<file path="config.mk">
export PLATFORM = sky130hd
export DESIGN_NAME = pssr_regbank
export DESIGN_NICKNAME = d
export VERILOG_FILES = /design/src/common/pssr_pkg.sv /design/src/rtl/pssr_ovs_decode.sv /design/src/rtl/pssr_raw_result.sv /design/src/rtl/pssr_regbank.sv
export VERILOG_INCLUDE_DIRS = /design/src /design/src/common
export SDC_FILE = /design/constraint.sdc
export NUM_CORES = 1
export LEC_CHECK = 0
export ABC_CLOCK_PERIOD_IN_PS = 3900
export BUFFER_PORTS_ARGS = -buffer_cell sky130_fd_sc_hd__buf_2
export CORE_UTILIZATION = 60
export DETAILED_ROUTE_END_ITERATION = 8
export PLACE_DENSITY_LB_ADDON = 0.05
export SYNTH_ARGS = -nofsm -noshare
export SYNTH_HDL_FRONTEND = slang
export SYNTH_SLANG_ARGS = --single-unit
export TNS_END_PERCENT = 20
</file>
<file path="constraint.sdc">
create_clock -name CLK -period 3.9 [get_ports CLK]
set_input_delay 0.585 -clock CLK [delete_from_list [all_inputs] [get_ports CLK]]
set_output_delay 0.585 -clock CLK [all_outputs]
set_load 0.01 [all_outputs]
</file>
<file path="src/common/pssr_map.svh">
`ifndef PSSR_MAP_SVH
`define PSSR_MAP_SVH
`define PSSR_ADDR_CAL_LO 8'h88
`define PSSR_ADDR_CAL_HI 8'ha1
`define PSSR_ADDR_ID 8'hd0
`define PSSR_ADDR_RESET 8'he0
`define PSSR_ADDR_STATUS 8'hf3
`define PSSR_ADDR_CTRL 8'hf4
`define PSSR_ADDR_CONFIG 8'hf5
`define PSSR_ADDR_P_HI 8'hf7
`define PSSR_ADDR_P_MID 8'hf8
`define PSSR_ADDR_P_LO 8'hf9
`define PSSR_ADDR_T_HI 8'hfa
`define PSSR_ADDR_T_MID 8'hfb
`define PSSR_ADDR_T_LO 8'hfc
`define PSSR_RESET_KEY 8'hb6
`define PSSR_SKIP_RAW 20'h80000
`define PSSR_RAW_RESET 20'h80000
`define PSSR_STAT_MEAS_BIT 3
`define PSSR_STAT_COPY_BIT 0
`define PSSR_CAL_COUNT 26
`define PSSR_MODE_SLEEP 2'h0
`define PSSR_DIR_BIT 7
`define PSSR_ADDR_UPPER 8'h80
`endif

</file>
<file path="src/common/pssr_pkg.sv">
package pssr_pkg;
  // serial-side register access carrier
  typedef struct packed {
    logic wr;
    logic rd;
    logic start;
    logic [7:0] addr;
    logic [7:0] wdata;
  } pssr_acc_t;
  typedef struct packed {
    logic [2:0] osrs_t;
    logic [2:0] osrs_p;
    logic [1:0] mode;
  } pssr_ctrl_t;
  typedef struct packed {
    logic [2:0] standby_duration;
    logic [2:0] filter;
    logic rsvd;
    logic three_wire_enable;
  } pssr_cfg_t;
  typedef enum logic [2:0] {PSSR_OVS_SKIP, PSSR_OVS_X1, PSSR_OVS_X2, PSSR_OVS_X4,
    PSSR_OVS_X8, PSSR_OVS_X16} pssr_ovs_t;
endpackage

</file>
<file path="src/rtl/pssr_ovs_decode.sv">
`timescale 1ns/1ps
module pssr_ovs_decode (
  input wire logic [2:0] code,
  output pssr_pkg::pssr_ovs_t ratio
);
  import pssr_pkg::*;
  always_comb begin
    case (code)
      3'h0: ratio = PSSR_OVS_SKIP;
      3'h1: ratio = PSSR_OVS_X1;
      3'h2: ratio = PSSR_OVS_X2;
      3'h3: ratio = PSSR_OVS_X4;
      3'h4: ratio = PSSR_OVS_X8;
      default: ratio = PSSR_OVS_X16;
    endcase
  end
endmodule

</file>
<file path="src/rtl/pssr_raw_result.sv">
`timescale 1ns/1ps
`include "pssr_map.svh"
module pssr_raw_result (
  input wire logic clk,
  input wire logic rst,
  input wire logic load,
  input wire logic skip,
  input wire logic [19:0] sample,
  output logic [19:0] raw
);
  import pssr_pkg::*;
  logic [19:0] next_raw;
  always_comb begin
    next_raw = raw;
    if (load) begin
      next_raw = skip ? `PSSR_SKIP_RAW : sample;
    end
  end
  always_ff @(posedge clk) begin
    if (rst) begin
      raw <= `PSSR_RAW_RESET;
    end else begin
      raw <= next_raw;
    end
  end
endmodule

</file>
<file path="src/rtl/pssr_regbank.sv">
`timescale 1ns/1ps
`include "pssr_map.svh"
module pssr_regbank #(
  parameter logic [7:0] IDENT_CODE = 8'h5a,
  parameter int CAL_COPY_CYCLES = 26
) (
  input wire logic CLK,
  input wire logic RST,
  input pssr_pkg::pssr_acc_t ACC,
  output logic [7:0] RDATA,
  input wire logic CONV_START,
  input wire logic CONV_DONE,
  input wire logic [19:0] PRESS_SAMPLE,
  input wire logic [19:0] TEMP_SAMPLE,
  input wire logic [7:0] CAL_NVM_DATA,
  output logic [4:0] CAL_NVM_ADDR,
  output pssr_pkg::pssr_ctrl_t CTRL,
  output pssr_pkg::pssr_cfg_t CFG,
  output logic THREE_WIRE,
  output pssr_pkg::pssr_ovs_t PRESS_RATIO,
  output pssr_pkg::pssr_ovs_t TEMP_RATIO,
  output logic MEASURING,
  output logic CAL_COPYING
);
  import pssr_pkg::*;
  // identification code value is arbitrary
  typedef enum {PSSR_ST_COPY, PSSR_ST_IDLE, PSSR_ST_PRECOPY, PSSR_ST_CONV} pssr_state_t;
  pssr_state_t state, next_state;
  pssr_ctrl_t ctrl, next_ctrl;
  pssr_cfg_t cfg, next_cfg;
  logic [7:0] cal [0:`PSSR_CAL_COUNT-1];
  logic [4:0] cal_idx, next_cal_idx;
  logic [7:0] addr_ptr, next_addr_ptr;
  logic [7:0] rdata, next_rdata;
  logic soft_rst;
  logic [19:0] raw_p, raw_t;
  logic load;
  logic [7:0] eff_addr;
  logic [7:0] rd_addr;

  assign soft_rst = ACC.wr && (eff_addr == `PSSR_ADDR_RESET) && (ACC.wdata == `PSSR_RESET_KEY);

  // serial address keeps seven bits; upper bit restored
  assign eff_addr = {1'b1, ACC.addr[6:0]} | `PSSR_ADDR_UPPER;

  assign load = (state == PSSR_ST_CONV) && CONV_DONE;

  pssr_ovs_decode u_dec_p (
    .code(ctrl.osrs_p),
    .ratio(PRESS_RATIO)
  );
  pssr_ovs_decode u_dec_t (
    .code(ctrl.osrs_t),
    .ratio(TEMP_RATIO)
  );

  pssr_raw_result u_raw_p (
    .clk(CLK),
    .rst(RST | soft_rst),
    .load(load),
    .skip(ctrl.osrs_p == 3'h0),
    .sample(PRESS_SAMPLE),
    .raw(raw_p)
  );
  pssr_raw_result u_raw_t (
    .clk(CLK),
    .rst(RST | soft_rst),
    .load(load),
    .skip(ctrl.osrs_t == 3'h0),
    .sample(TEMP_SAMPLE),
    .raw(raw_t)
  );

  // copy at reset and before every conversion; flags
  always_comb begin
    next_state = state;
    next_cal_idx = cal_idx;
    case (state)
      PSSR_ST_COPY, PSSR_ST_PRECOPY: begin
        next_cal_idx = cal_idx + 5'h1;
        if (cal_idx == 5'(CAL_COPY_CYCLES - 1)) begin
          next_cal_idx = 5'h0;
          next_state = (state == PSSR_ST_COPY) ? PSSR_ST_IDLE : PSSR_ST_CONV;
        end
      end
      PSSR_ST_IDLE: begin
        if (CONV_START) begin
          next_state = PSSR_ST_PRECOPY;
        end
      end
      PSSR_ST_CONV: begin
        if (CONV_DONE) begin
          next_state = PSSR_ST_IDLE;
        end
      end
      default: next_state = PSSR_ST_COPY;
    endcase
  end

  always_ff @(posedge CLK) begin
    if (RST || soft_rst) begin
      state <= PSSR_ST_COPY;
      cal_idx <= 5'h0;
    end else begin
      state <= next_state;
      cal_idx <= next_cal_idx;
    end
  end

  always_ff @(posedge CLK) begin
    if (state == PSSR_ST_COPY || state == PSSR_ST_PRECOPY) begin
      cal[cal_idx] <= CAL_NVM_DATA;
    end
  end

  assign CAL_NVM_ADDR = cal_idx;
  assign MEASURING = (state == PSSR_ST_PRECOPY) || (state == PSSR_ST_CONV);
  assign CAL_COPYING = (state == PSSR_ST_COPY) || (state == PSSR_ST_PRECOPY);

  // control writes; config only in sleep
  always_comb begin
    next_ctrl = ctrl;
    next_cfg = cfg;
    if (ACC.wr && eff_addr == `PSSR_ADDR_CTRL) begin
      next_ctrl = ACC.wdata;
    end
    if (ACC.wr && eff_addr == `PSSR_ADDR_CONFIG && ctrl.mode == `PSSR_MODE_SLEEP) begin
      next_cfg = ACC.wdata;
      next_cfg.rsvd = 1'b0;
    end
  end

  always_ff @(posedge CLK) begin
    if (RST || soft_rst) begin
      ctrl <= '0;
      cfg <= '0;
    end else begin
      ctrl <= next_ctrl;
      cfg <= next_cfg;
    end
  end

  assign rd_addr = ACC.start ? eff_addr : addr_ptr;
  always_comb begin
    next_addr_ptr = addr_ptr;
    next_rdata = rdata;
    if (ACC.rd) begin
      next_addr_ptr = rd_addr + 8'h1;
      case (rd_addr)
        `PSSR_ADDR_ID: next_rdata = IDENT_CODE;
        `PSSR_ADDR_RESET: next_rdata = 8'h00;
        `PSSR_ADDR_STATUS: begin
          next_rdata = 8'h00;
          next_rdata[`PSSR_STAT_MEAS_BIT] = MEASURING;
          next_rdata[`PSSR_STAT_COPY_BIT] = CAL_COPYING;
        end
        `PSSR_ADDR_CTRL: next_rdata = ctrl;
        `PSSR_ADDR_CONFIG: next_rdata = cfg;
        `PSSR_ADDR_P_HI: next_rdata = raw_p[19:12];
        `PSSR_ADDR_P_MID: next_rdata = raw_p[11:4];
        `PSSR_ADDR_P_LO: next_rdata = {raw_p[3:0], 4'h0};
        `PSSR_ADDR_T_HI: next_rdata = raw_t[19:12];
        `PSSR_ADDR_T_MID: next_rdata = raw_t[11:4];
        `PSSR_ADDR_T_LO: next_rdata = {raw_t[3:0], 4'h0};
        default: begin
          next_rdata = 8'h00;
          if (rd_addr >= `PSSR_ADDR_CAL_LO && rd_addr <= `PSSR_ADDR_CAL_HI) begin
            next_rdata = cal[5'(rd_addr - `PSSR_ADDR_CAL_LO)];
          end
        end
      endcase
    end
  end

  always_ff @(posedge CLK) begin
    if (RST) begin
      addr_ptr <= 8'h00;
      rdata <= 8'h00;
    end else begin
      addr_ptr <= next_addr_ptr;
      rdata <= next_rdata;
    end
  end

  assign RDATA = rdata;
  assign CTRL = ctrl;
  assign CFG = cfg;
  assign THREE_WIRE = cfg.three_wire_enable;

  a_cfg_sleep_only: assert property (@(posedge CLK) disable iff (RST)
    (ACC.wr && eff_addr == `PSSR_ADDR_CONFIG && ctrl.mode != `PSSR_MODE_SLEEP && !soft_rst)
    |=> $stable(cfg)) else $error("config changed outside sleep");
  a_soft_reset_key: assert property (@(posedge CLK) disable iff (RST)
    soft_rst |=> (ctrl == '0 && cfg == '0 && CAL_COPYING)) else $error("soft reset incomplete");
  a_reset_read_zero: assert property (@(posedge CLK) disable iff (RST)
    (ACC.rd && rd_addr == `PSSR_ADDR_RESET) |=> RDATA == 8'h00) else $error("reset word read nonzero");
  a_id_read: assert property (@(posedge CLK) disable iff (RST)
    (ACC.rd && rd_addr == `PSSR_ADDR_ID) |=> RDATA == IDENT_CODE) else $error("bad identity");
  a_meas_clear: assert property (@(posedge CLK) disable iff (RST || soft_rst)
    load |=> !MEASURING) else $error("measuring stuck after load");
  a_copy_before_conv: assert property (@(posedge CLK) disable iff (RST || soft_rst)
    (state == PSSR_ST_IDLE && CONV_START) |=> CAL_COPYING && MEASURING) else $error("no copy before conversion");
  a_skip_forced: assert property (@(posedge CLK) disable iff (RST || soft_rst)
    (load && ctrl.osrs_p == 3'h0) |=> raw_p == `PSSR_SKIP_RAW) else $error("skip not forced");
  a_xlsb_low_zero: assert property (@(posedge CLK) disable iff (RST)
    (ACC.rd && (rd_addr == `PSSR_ADDR_P_LO || rd_addr == `PSSR_ADDR_T_LO)) |=> RDATA[3:0] == 4'h0)
    else $error("low nibble nonzero");
  a_burst_incr: assert property (@(posedge CLK) disable iff (RST)
    ACC.rd |=> addr_ptr == $past(rd_addr) + 8'h1) else $error("pointer not incremented");

  logic [5:0] copy_len, next_copy_len;
  always_comb begin
    next_copy_len = 6'h0;
    if (CAL_COPYING) begin
      next_copy_len = copy_len + 6'h1;
    end
  end
  always_ff @(posedge CLK) begin
    if (RST || soft_rst) begin
      copy_len <= 6'h0;
    end else begin
      copy_len <= next_copy_len;
    end
  end

  a_copy_bounded: assert property (@(posedge CLK) disable iff (RST)
    copy_len <= 6'(CAL_COPY_CYCLES))
    else $error("calibration copy overran");
  a_copy_ends: assert property (@(posedge CLK) disable iff (RST || soft_rst)
    (CAL_COPYING && cal_idx == 5'(CAL_COPY_CYCLES - 1)) |=> !CAL_COPYING)
    else $error("calibration copy did not end");
  a_ctrl_fields: assert property (@(posedge CLK) disable iff (RST)
    (ACC.wr && eff_addr == `PSSR_ADDR_CTRL) |=> {ctrl.osrs_t, ctrl.osrs_p, ctrl.mode} == $past(ACC.wdata))
    else $error("control fields misplaced");
  a_cfg_fields: assert property (@(posedge CLK) disable iff (RST)
    (ACC.wr && eff_addr == `PSSR_ADDR_CONFIG && ctrl.mode == `PSSR_MODE_SLEEP)
    |=> {cfg.standby_duration, cfg.filter} == $past(ACC.wdata[7:2]))
    else $error("config fields misplaced");
  a_three_wire_set: assert property (@(posedge CLK) disable iff (RST)
    (ACC.wr && eff_addr == `PSSR_ADDR_CONFIG && ctrl.mode == `PSSR_MODE_SLEEP)
    |=> THREE_WIRE == $past(ACC.wdata[0]))
    else $error("three-wire select wrong");
  a_cfg_rsvd_zero: assert property (@(posedge CLK) disable iff (RST)
    !cfg.rsvd)
    else $error("config reserved bit set");
  a_press_x16: assert property (@(posedge CLK) disable iff (RST)
    (ctrl.osrs_p >= 3'h5) |-> PRESS_RATIO == PSSR_OVS_X16)
    else $error("pressure ratio not x16");
  a_temp_x16: assert property (@(posedge CLK) disable iff (RST)
    (ctrl.osrs_t >= 3'h5) |-> TEMP_RATIO == PSSR_OVS_X16)
    else $error("temperature ratio not x16");
  a_press_skip_code: assert property (@(posedge CLK) disable iff (RST)
    (ctrl.osrs_p == 3'h0) |-> PRESS_RATIO == PSSR_OVS_SKIP)
    else $error("pressure skip not decoded");
  a_temp_skip_forced: assert property (@(posedge CLK) disable iff (RST || soft_rst)
    (load && ctrl.osrs_t == 3'h0) |=> raw_t == `PSSR_SKIP_RAW)
    else $error("temperature skip not forced");
  a_press_loaded: assert property (@(posedge CLK) disable iff (RST || soft_rst)
    (load && ctrl.osrs_p != 3'h0) |=> raw_p == $past(PRESS_SAMPLE))
    else $error("pressure result not loaded");
  a_temp_loaded: assert property (@(posedge CLK) disable iff (RST || soft_rst)
    (load && ctrl.osrs_t != 3'h0) |=> raw_t == $past(TEMP_SAMPLE))
    else $error("temperature result not loaded");
  a_raw_held: assert property (@(posedge CLK) disable iff (RST || soft_rst)
    !load |=> ($stable(raw_p) && $stable(raw_t)))
    else $error("result changed outside load");
  a_press_high_read: assert property (@(posedge CLK) disable iff (RST)
    (ACC.rd && rd_addr == `PSSR_ADDR_P_HI) |=> RDATA == $past(raw_p[19:12]))
    else $error("pressure high byte wrong");
  a_press_mid_read: assert property (@(posedge CLK) disable iff (RST)
    (ACC.rd && rd_addr == `PSSR_ADDR_P_MID) |=> RDATA == $past(raw_p[11:4]))
    else $error("pressure mid byte wrong");
  a_temp_high_read: assert property (@(posedge CLK) disable iff (RST)
    (ACC.rd && rd_addr == `PSSR_ADDR_T_HI) |=> RDATA == $past(raw_t[19:12]))
    else $error("temperature high byte wrong");
  a_temp_low_read: assert property (@(posedge CLK) disable iff (RST)
    (ACC.rd && rd_addr == `PSSR_ADDR_T_LO) |=> RDATA[7:4] == $past(raw_t[3:0]))
    else $error("temperature low nibble wrong");
  a_status_bits: assert property (@(posedge CLK) disable iff (RST)
    (ACC.rd && rd_addr == `PSSR_ADDR_STATUS)
    |=> RDATA[`PSSR_STAT_MEAS_BIT] == $past(MEASURING) && RDATA[`PSSR_STAT_COPY_BIT] == $past(CAL_COPYING))
    else $error("status bits wrong");
  a_bad_key_ignored: assert property (@(posedge CLK) disable iff (RST)
    (ACC.wr && eff_addr == `PSSR_ADDR_RESET && ACC.wdata != `PSSR_RESET_KEY)
    |=> ($stable(ctrl) && $stable(cfg)))
    else $error("non-key reset write had effect");
  a_meas_start: assert property (@(posedge CLK) disable iff (RST || soft_rst)
    $rose(MEASURING) |-> $past(CONV_START))
    else $error("measuring set without request");
  a_rdata_hold: assert property (@(posedge CLK) disable iff (RST)
    !ACC.rd |=> $stable(RDATA))
    else $error("read byte changed without read");
  a_cal_first_read: assert property (@(posedge CLK) disable iff (RST)
    (ACC.rd && rd_addr == `PSSR_ADDR_CAL_LO) |=> RDATA == $past(cal[0]))
    else $error("calibration byte wrong");
endmodule

</file>
# Word-level counts from Yosys, hierarchy flattened
# Memory sizes are Yosys's and may differ from the RTL's.
# Index checks and enable logic that the tools add are counted.
dict set report word_totals {
  register_bits 108
  latchBits 0
  mem_bits_rw 208
  rom_bits 0
  inputBits 71
  wordCells 83
  n_memories 1
}
# memory words width read_ports rd_ports_with_merged_regs wr line
set memory_table {}
lappend memory_table {cal 26 8 1 0 1 pssr_regbank.sv:31} ;# logic [7:0] cal [0:`PSSR_CAL_COUNT-1];
dict set report classes {
  n_addsub 3
  multipliers 0
  div_mod_pow 0
  magnitude_cmp 2
  eq_ne 32
  shift 0
  n_mux 15
  bitwise 1
  n_reduce_logical 17
}
# cell n
set ops {}
lappend ops {{equality test 8 bit (second input constant)} 12}
lappend ops {{two-way mux 32 bit} 3}
lappend ops {{case mux 32 bit (3 select lines)} 1}
lappend ops {{case mux 8 bit (11 select lines)} 1}
lappend ops {{equality test 32 x 2 -> 1 bit (second input constant)} 2}
lappend ops {{equality test 32 x 3 -> 1 bit (second input constant)} 2}
lappend ops {{logical NOT 32 bit} 2}
lappend ops {{two-way mux 20 bit} 2}
lappend ops {{equality test 32 x 1 -> 1 bit (second input constant)} 1}
lappend ops {{case mux 3 bit (5 select lines)} 2}
lappend ops {{equality test 7 bit (second input constant)} 3}
lappend ops {{two-way mux 8 bit} 2}
lappend ops {{equality test 3 x 2 -> 1 bit (second input constant)} 4}
lappend ops {{adder 8 x 1 -> 8 bit (second input constant)} 1}
lappend ops {{greater-or-equal comparator 8 bit (second input constant)} 1}
lappend ops {{<= comparator 8 bit (second input constant)} 1}
lappend ops {{logical AND 1 bit} 7}
lappend ops {{equality test 3 x 1 -> 1 bit (second input constant)} 2}
lappend ops {{equality test 3 bit (second input constant)} 2}
lappend ops {{logical NOT 3 bit} 2}
lappend ops {{!= test 2 bit (second input constant)} 3}
lappend ops {{adder 5 x 1 -> 5 bit (second input constant)} 1}
lappend ops {{equality test 5 bit (second input constant)} 1}
lappend ops {{two-way mux 5 bit} 1}
lappend ops {{other kinds (8)} 11}

# Depth between registers and ports, before layout
# Gate-level depths: netlist (run 1).
dict set report depth {
  ltp_word 5
  ltp_mapped 12
}

# Hierarchy
# A second synthesis (run 1) with hierarchy kept.
dict set report hier_totals {
  hier_cells 1145
  area_unflattened_um2 13210.2
}
# module instances cells_each area_each_um2 seq_area_each_um2
set modules_own_cells {}
lappend modules_own_cells {pssr_regbank 1 963 11503.5 7006.7}
lappend modules_own_cells {pssr_raw_result 2 88 835.8 400.4}
lappend modules_own_cells {pssr_ovs_decode 2 3 17.5 0.0}

# Least setup slack after synthesis (run 1)
# Ideal clock, no wire load.
dict set report synth_timing {
  path_type {input port to flip-flop}
  start {input port ACC[8] (netlist bit)}
  end {register rdata[2], in the netlist RDATA[2]}
  setup_ns 0.086
  arrival_ns 3.152
  required_ns 3.814
  slack_ns 0.662
  stages 12
  path_buffers 4
  cell_sequence {buf_2 -> mux2_2 -> buf_6 -> buf_2 -> buf_1 -> ha_1 -> nor2_1 -> a211oi_2 -> o221ai_2 -> nand2b_4 -> or4_1 -> a211oi_1}
}
dict set report synth_between {
  elab_chain_cells 5
  elab_cells_between_ends 19
}
# item line
set synth_rtl {}
lappend synth_rtl {{start: declaration} pssr_regbank.sv:9} ;# input pssr_pkg::pssr_acc_t ACC,
lappend synth_rtl {{two-way mux 8 bit *} pssr_regbank.sv:143} ;# assign rd_addr = ACC.start ? eff_addr : addr_ptr;
lappend synth_rtl {{subtractor 5 x 4 -> 5 bit (no source line) (tied with other cells)} --}
lappend synth_rtl {{memory read (26 x 8 bit) or logical AND 1 bit (tied branches)} --}
lappend synth_rtl {{two-way mux 8 bit} pssr_regbank.sv:167} ;# if (rd_addr >= `PSSR_ADDR_CAL_LO && rd_addr <= `PSSR_ADDR_CAL_HI) begin
lappend synth_rtl {{case mux 8 bit (11 select lines) *} pssr_regbank.sv:149} ;# case (rd_addr)
lappend synth_rtl {{end signal: assignment} pssr_regbank.sv:181} ;# rdata <= next_rdata;
lappend synth_rtl {{end: declaration} pssr_regbank.sv:34} ;# logic [7:0] rdata, next_rdata;
# Every way passes the cells marked *; elsewhere a longest branch is shown, timed or not.
# A chain may end at the register's enable or synchronous reset.

# Worst setup path in the final report (run 1)
dict set report layout_timing {
  start {register addr_ptr[0]}
  end {register rdata[5], in the netlist RDATA[5]}
}
dict set report layout_between {
  elab_chain_cells 5
  elab_cells_between_ends 19
}
# item line
set layout_rtl {}
lappend layout_rtl {{start: declaration} pssr_regbank.sv:33} ;# logic [7:0] addr_ptr, next_addr_ptr;
lappend layout_rtl {{start signal: assignment} pssr_regbank.sv:180} ;# addr_ptr <= next_addr_ptr;
lappend layout_rtl {{two-way mux 8 bit *} pssr_regbank.sv:143}
lappend layout_rtl {{subtractor 5 x 4 -> 5 bit (no source line) (tied with other cells)} --}
lappend layout_rtl {{memory read (26 x 8 bit) or logical AND 1 bit (tied branches)} --}
lappend layout_rtl {{two-way mux 8 bit} pssr_regbank.sv:167}
lappend layout_rtl {{case mux 8 bit (11 select lines) *} pssr_regbank.sv:149}
# Marked as above.

==> results of run 1 <==
-- routing by layer --
metal  global-route usage  routed length, µm
met1                0.446              14700
met2                0.502              16200
met3               0.0571               3020
met4                0.101               1050
met5                    0                  0
-- layout make-up --
cell class	instances	area [µm²]
sequential	286	7810
fill	1531	6370
multi-input combinational	711	4590
clock buffer	45	895
timing repair buffer	135	761
tap	275	344
clock inverter	10	135
inverter	31	116
-- registers in the layout (all words and copies together) (netlist names) --
register,cells
CTRL,8
addr_ptr,8
state,2
CFG,6
RDATA,8
u_raw_t.raw,20
CAL_NVM_ADDR,5
cal,208
u_raw_p.raw,20
THREE_WIRE,1
-- synthesized netlist by cell type (15+ instances only) --
library cell	number
edfxtp_1	208
nor2_1	135
nand2_1	102
dfxtp_1	78
a22oi_1	64
a21oi_1	47
clkbuf_1	44
o21ai_0	43
inv_1	28
mux2i_1	28
nand3_1	25
buf_2	22
a31oi_1	18
and2_1	15
ha_1	15
-- through the flow --
step | area (µm²) | power, mW | std cells | hold slack (ns) | utilization
floorplan | 12800 | 4.16 | 1102 | 0.465 | -
global placement | 13600 | 4.54 | 1438 | 0.470 | 0.648
detailed placement | 13600 | 4.57 | 1438 | 0.479 | 0.648
CTS | 14600 | 7.43 | 1493 | 0.239 | 0.697
global route | 14600 | 7.64 | 1493 | 0.247 | 0.697
finish | 14600 | 7.43 | 1493 | 0.247 | 0.697
-- power by group through the flow --
stage               clock (mW)  sequential [mW]  combinational (mW)
detailed placement           0             3.59               0.979
global placement             0             3.58               0.964
CTS                       2.92             3.52               0.987
floorplan                    0             3.57               0.594
finish                    2.91             3.52               0.998
global route              3.03             3.54                1.07
-- path summary, 6_finish.rpt --
kind | startpoint | to | slack, ns | cells past startpoint
worst max-delay path | addr_ptr[0] | RDATA[5] | 0.92 | 10
worst min-delay path | PRESS_SAMPLE[19] | u_raw_p.raw[19] | 0.25 | 3
worst max register to register | addr_ptr[0] | RDATA[5] | 0.92 | 10
worst min register to register | RDATA[0] | RDATA[0] | 0.49 | 2
-- kinds of logic after synthesis --
logic type / count (synthesis)
AOI/OAI and AO/OA: 285
other: 1
and+or+nand+nor: 355
adders and majority gates: 15
DFF: 286
muxes: 48
xor gates and xnor gates: 7
buffers and inverters: 105
-- worst reg2reg max path: stages, from the launching register on --
cell and delay, ns:
dfxtp_1 0.31, mux2_2 0.29, inv_1 0.10, buf_4 0.27, ha_1 0.20, nor2_1 0.04, a211oi_2 0.21, o221ai_2 0.21
nor2_1 0.53, nor4bb_1 0.58, o41a_1 0.18
==> metrics.txt, run 1 <==
outcome complete, no violations; Worst-Margin Slew 1.11 ns; synth top area cells edfxtp_1 49%, dfxtp_1 12%, nor2_1 3.9%; port bufs 106; Avg Cell Area, Syn 11.6 µm²; Layout Nets 1281; mux cell area share after synthesis 0.0525; CP delay by family, top simple AND/OR/NAND/NOR gates; arrival time worst endpoint 3.49 ns; TritonRoute pass-1 iters 5; post-route ant nets 0; Die H 148 µm; CTS Buf Count 30; CP cell instances mux2_2, inv_1, buf_4, ha_1, nor2_1, a211oi_2, o221ai_2, nor2_1, nor4bb_1, o41a_1; slack of the critical path 0.918 ns; total track usage 0.317; initial core utilization 0.611; internal power 5.48 mW; Syn. warnings 0; Setup-failing EPs final 0; RSZ-0062 raised after global routing no; Synth Net Count 1188; Critical Path Most Common Cell nor2_1; Post-Synthesis Cells 1102; Worst-Skew Late Latency 0.57 ns; min Tclk post-route 2.98 ns; FF+latch count, synth 286; first-pass GRT wire length 51500 µm; register area share after synthesis 0.608; number of global-route vias before repair 8684; Slew headroom 0.254; Post-synth EDFFs 208; clock transition at the registers of the reported paths 0.06 ns; worst hold path type in -> reg; GRT Residual Overflow 0; asr flop ratio synth 0; H-tree Lvls 1; antenna cells 0; Final Skew 0.0187 ns; core area 21000 µm²; Post-Synth XOR/XNOR Area 0.00478; Comb pwr share 0.134; Yosys top cell area share 0.487; max incr delay on CP 0.58 ns; Hold-fix buffers, CTS 0; CTS tree yes; Cell Pwr Density 507 nW/µm²; Synth Area in Adders 0.0146; Max Fanout on Critical Path 17; most frequent cells in the layout 208 x edfxtp_1, 135 x nor2_1, 106 x buf_2; Syn Std Cell Area 12800 µm²; Synth Flop Type edfxtp_1; FMAX 335 MHz; setup TNS 0 ns; Yosys cell types 76; Remaining DRCs 0; routability congestion estimate 0.953; largest net degree at the start of global routing 51; Leak Pwr 5.18 nW; Switch Pwr 1.95 mW; wire per inst 23.4 µm; Period Utilization, post-route 0.765; IO Pins 109; starting DRC count in detailed routing 858; clock share of power 0.391; CP startpoint kind register; Layout area overhead 14.1%; FP Rows 53; most common cell after layout, fill and taps aside edfxtp_1; Final Hold Vio Count 0; maximum root-to-sink buffer count 3; post-CTS sizing 0; Crit-path slowest cell nor4bb_1; CTS Sinks 286; CP Data Required Time 4.40 ns; vias per cell 6.36; pre-CTS setup slack 0.465 ns; Root Driver clkbuf_16; WL final 35000 µm; Die W 148 µm; Synth Area in Simple Gates 0.130; maximum vdd drop 0.000408 V; Max-Cap Viols 0; DR vias 9489; WS Path Type reg -> reg; switching share of power 0.262; cell taking the most area after synthesis edfxtp_1; Reg power frac 0.474; antenna violations before repair 0; die area 22000 µm²; largest family of logic cells by synthesized area compound AO/OA/AOI/OAI gates; crit path buf inv count 2; layout cells sized above 1 0.181; Synth Area in Compound Gates 0.155; Final HPWL DP 23500 µm; Critical Path Sink Type register; setup bufs post-CTS 0; Slew Viols, Final 0
No activity file was read; power rests on OpenSTA's default activity.
==> run 2: changes to the inputs <==
--- a/config.mk
+++ b/config.mk
@@ -6,7 +6,7 @@
 export SDC_FILE = /design/constraint.sdc
 export NUM_CORES = 1
 export LEC_CHECK = 0
-export ABC_CLOCK_PERIOD_IN_PS = 3900
+export ABC_CLOCK_PERIOD_IN_PS = 3000
 export BUFFER_PORTS_ARGS = -buffer_cell sky130_fd_sc_hd__buf_2
 export CORE_UTILIZATION = 60
 export DETAILED_ROUTE_END_ITERATION = 8
==> constraint.sdc (replaced) <==
create_clock -name CLK -period 3 [get_ports CLK]
set_input_delay 0.45 -clock CLK [delete_from_list [all_inputs] [get_ports CLK]]
set_output_delay 0.45 -clock CLK [all_outputs]
set_load 0.01 [all_outputs]
==> run 2 against run 1 <==
Effect of this change:
- hold slack worse by 0.14 ns
- final cell count is 3.4% higher
- final area is 2.5% higher
- flip-flop and latch count stayed put
- setup slack worse by 0.45 ns
- utilization is 1.7 points higher
- power is 29% higher
- via count is 4.0% higher
- sequential share of layout area is 1.3 points lower
- critical endpoint is now RDATA[3]
- largest power group unchanged
==> metrics.txt, run 2 (synthesis results as in run 1) <==
die area 22000 µm²; Critical Path Sink Type register; worst hold path type in -> reg; arrival time worst endpoint 2.99 ns; Placed Cells 1493; FP Rows 53; Root Driver clkbuf_16; number of global-route vias before repair 9234; vias per cell 6.39; Hold-fix buffers, CTS 0; Period Utilization, post-route 0.843; WS Path Type reg -> reg; TritonRoute pass-1 iters 5; pre-CTS setup slack 0.138 ns; CP cell instances mux2_2, inv_1, ha_1, nor2_1, a211oi_2, o221ai_2, nor2_1, buf_4, nand4_1, a311oi_1; maximum vdd drop 0.000710 V; most common cell after layout, fill and taps aside edfxtp_1; Leak Pwr 5.43 nW; total track usage 0.331; maximum root-to-sink buffer count 3; CP Data Required Time 3.46 ns; DR vias 9873; CP startpoint kind register; met1 wire length 14900 µm; FMAX 396 MHz; utilization after layout 0.714; Comb pwr share 0.146; RSZ-0062 raised after global routing no; registers with the most flip-flops cal x208, u_raw_p.raw x20, u_raw_t.raw x20; WL final 35900 µm; antenna violations before repair 0; r2r setup slk 0.47 ns; Worst-Skew Late Latency 0.56 ns; outcome complete, no violations; Die H 148 µm; hold_sp PRESS_SAMPLE[19]; setup TNS 0 ns; beginning of the critical path addr_ptr[0]; Final Non-Filler Cells 1544; Slew Viols, Final 0; Final Hold Vio Count 0; max incr delay on CP 0.34 ns; CTS Buf Count 29; Max Fanout on Critical Path 5; Worst-Margin Slew 0.820 ns; Final HPWL DP 24500 µm; starting DRC count in detailed routing 1104; max reg flops 208; Final Skew 0.0109 ns; final hold slack 0.103 ns; Pwr Total 9.57 mW; clock share of power 0.376; met3 routed WL 3210 µm; Layout Nets 1335; GRT Residual Overflow 0; met2 routed WL 16900 µm; Reg power frac 0.478; antenna cells 0; Max-Cap Viols 0; placed inst area 14100 µm²; most frequent cells in the layout 208 x edfxtp_1, 135 x nor2_1, 106 x buf_2; IO Pins 109; internal power 7.07 mW; Layout area overhead 16.9%; routability congestion estimate 0.952; CTS tree yes; layout cells sized above 1 0.210; CTS Sinks 286; Crit-path slowest cell a311oi_1; Die W 148 µm; post-route design area 15000 µm²; port bufs 106; Setup-failing EPs final 0; Slew headroom 0.450; Remaining DRCs 0; min Tclk post-route 2.53 ns; RR Startpoint addr_ptr[0]; top sig layer met4; Critical Path Most Common Cell nor2_1; Switch Pwr 2.50 mW; Biggest register cal; H-tree Lvls 1; clock transition at the registers of the reported paths 0.06 ns; Cell Pwr Density 638 nW/µm²; setup bufs post-CTS 0; core area 21000 µm²; largest net degree at the start of global routing 65; post-route ant nets 0; slack of the critical path 0.472 ns; post-CTS sizing 0; wire per inst 23.2 µm; initial core utilization 0.611; first-pass GRT wire length 54300 µm; switching share of power 0.261
run 2: area by class of cell:
cell class / instances / area [µm²]
well taps: 275 / 344
inverters: 31 / 116
clock inverters: 14 / 158
multi-input cells: 711 / 4590
flip-flops and latches: 286 / 7810
clock buffers: 37 / 786
repair buffers: 190 / 1210
fillers: 1478 / 6010
run 2: worst max-delay path, delay by kind of cell (launching register included):
kind                     cells  cell delay [ns]
AO/OA/AOI/OAI                3             0.79
AND/OR/NAND/NOR              3             0.49
buffers and inverters        2             0.35
multiplexers                 1             0.33
flip-flops                   1             0.31
adder cells (fa/ha/maj)      1             0.16
run 2: power groups by stage:
stage,Sequential (mW),Clock (mW),Combinational (mW)
finish,4.57,3.60,1.40
global route,4.59,3.77,1.50
CTS,4.57,3.64,1.38
detailed placement,4.66,0,1.37
global placement,4.65,0,1.35
floorplan,4.64,0,0.772
run 2: metal layers:
metal | vias up | GRT usage
met1 | 4801 | 0.477
met2 | 539 | 0.527
met5 | - | 0
met3 | 65 | 0.0472
li1 | 4468 | -
met4 | 0 | 0.0897
run 2: path summary, 6_finish.rpt:
kind | end | cells past startpoint
worst max-delay path | RDATA[3] | 10
worst min-delay path | u_raw_p.raw[19] | 3
worst max register to register | RDATA[3] | 10
worst min register to register | RDATA[1] | 2
==> run 3: changes to the inputs <==
--- a/config.mk
+++ b/config.mk
@@ -6,9 +6,9 @@
 export SDC_FILE = /design/constraint.sdc
 export NUM_CORES = 1
 export LEC_CHECK = 0
-export ABC_CLOCK_PERIOD_IN_PS = 3000
+export ABC_CLOCK_PERIOD_IN_PS = 2300
 export BUFFER_PORTS_ARGS = -buffer_cell sky130_fd_sc_hd__buf_2
-export CORE_UTILIZATION = 60
+export CORE_UTILIZATION = 54
 export DETAILED_ROUTE_END_ITERATION = 8
 export PLACE_DENSITY_LB_ADDON = 0.05
 export SYNTH_ARGS = -nofsm -noshare
==> constraint.sdc (replaced) <==
create_clock -name CLK -period 2.3 [get_ports CLK]
set_input_delay 0.345 -clock CLK [delete_from_list [all_inputs] [get_ports CLK]]
set_output_delay 0.345 -clock CLK [all_outputs]
set_load 0.01 [all_outputs]
==> run 3 against run 2 <==
Effect of this change:
- flip-flop and latch count did not move
- final cell count grew 8.9%
- clock skew increased by 0.0022 ns
- maximum frequency is 11% higher
==> metrics.txt, run 3 (synthesis results as in run 1) <==
outcome complete, no violations; setup bufs post-CTS 0; post-route design area 16000 µm²; clock transition at the registers of the reported paths 0.07 ns; GRT Residual Overflow 0; slack of the critical path 0.0240 ns; CP Data Required Time 2.76 ns; Remaining DRCs 0; RSZ-0062 raised after global routing yes; maximum root-to-sink buffer count 3; Final HPWL DP 27900 µm; port bufs 106; CTS Sinks 286; hold_sp TEMP_SAMPLE[7]; Cell Pwr Density 799 nW/µm²; WL final 38600 µm; Max-Cap Viols 0; Setup-failing EPs final 0; routability congestion estimate 0.908; post-route ant nets 0; worst hold path type in -> reg; max reg flops 208; antenna violations before repair 0; Layout area overhead 24.3%; min Tclk post-route 2.28 ns; CTS tree yes; core area 23400 µm²; beginning of the critical path addr_ptr[0]; arrival time worst endpoint 2.73 ns; Top Usage Layer GRT met2; FP Rows 56; Layout Nets 1427; FMAX 439 MHz; placed inst area 14900 µm²; initial core utilization 0.548; Hold Path Stages 3; die area 24400 µm²; registers with the most flip-flops cal x208, u_raw_p.raw x20, u_raw_t.raw x20; layout cells sized above 1 0.280; Die H 156 µm; H-tree Lvls 1; Die W 156 µm; CP startpoint kind register; Final Non-Filler Cells 1682; Leak Pwr 5.94 nW; Worst-Skew Late Latency 0.57 ns; Slew headroom 0.332; Fill cells 1805; Pwr Total 12.7 mW; met2 Use GR 0.507; IO Pins 109; Critical Path Sink Type register; utilization after layout 0.682; Placed Cells 1627; Max Fanout on Critical Path 12; Biggest register cal; Final Hold Vio Count 0; antenna cells 0; CTS Buf Count 29; met1 Usage GRT 0.438; pre-CTS setup slack -0.387 ns; TritonRoute pass-1 iters 6; most frequent cells in the layout 208 x edfxtp_1, 165 x buf_4, 133 x nor2_1; DR vias 10100; Root Driver clkbuf_16; RR Startpoint addr_ptr[0]; total track usage 0.318; WS Path Type reg -> reg; vias per cell 6.03; first-pass GRT wire length 56900 µm; met3 usage 0.0728; Final Skew 0.0131 ns; Period Utilization, post-route 0.990; starting DRC count in detailed routing 1012; most common cell after layout, fill and taps aside edfxtp_1; largest net degree at the start of global routing 39; maximum vdd drop 0.000735 V; r2r setup slk 0.02 ns; reg2reg path depth 8; number of global-route vias before repair 9420; Worst-Margin Slew 1.00 ns; Slew Viols, Final 0; wire per inst 23.0 µm
[run 3: what timing repair did]
item | 4_1_cts | 5_1_grt
gates resized for setup | 5 | 14
endpoints found under the setup margin | 3 | 7
pin swaps | 0 | 4
hold buffers | 2 | 0
gates cloned | 0 | 0
hold endpoints to repair | 2 | 0
[run 3: per-stage QoR]
step	hold WS, ns	TNS [ns]
final	0.0119	0
after detailed placement	0.499	-2.28
after global placement	0.492	-2.07
after floorplan	0.444	-0.293
after CTS	0.00658	0
after global routing	0.0130	-0.0775
[run 3: final timing paths]
check	endpoint
worst min register to register	RDATA[4]
worst min-delay path	u_raw_t.raw[7]
worst max register to register	RDATA[5]
worst max-delay path	RDATA[5]
[run 3: layout make-up]
class	instances	area, µm²	share of cell area
Clock buffer	41	802	0.0503
Clock inverter	12	126	0.00792
Inverter	31	124	0.00776
Multi-Input combinational cell	711	4730	0.297
Sequential cell	286	7810	0.489
Tap cell	319	399	0.0250
Timing Repair Buffer	282	1960	0.123
[run 3: power by group]
part	total (mW)	internal, mW	leakage [nW]	switching, mW
clock network	4.65	2.66	0.462	1.99
registers	5.98	5.84	2.51	0.137
logic	2.11	0.820	2.97	1.29
total	12.7	9.32	5.94	3.42
[run 3: worst max-delay path: stages, from the launching register on]
cell     delay (ns)
dfxtp_1        0.32
mux2_4         0.30
buf_4          0.17
ha_4           0.16
buf_4          0.18
a32oi_2        0.22
o22ai_1        0.11
a211o_1        0.30
o41a_1         0.40
[run 3: per-layer routing]
metal | routed length (µm) | part of all wire
met1 | 16300 | 0.42
met2 | 18000 | 0.47
met3 | 3410 | 0.088
met4 | 903 | 0.023
met5 | 0 | 0
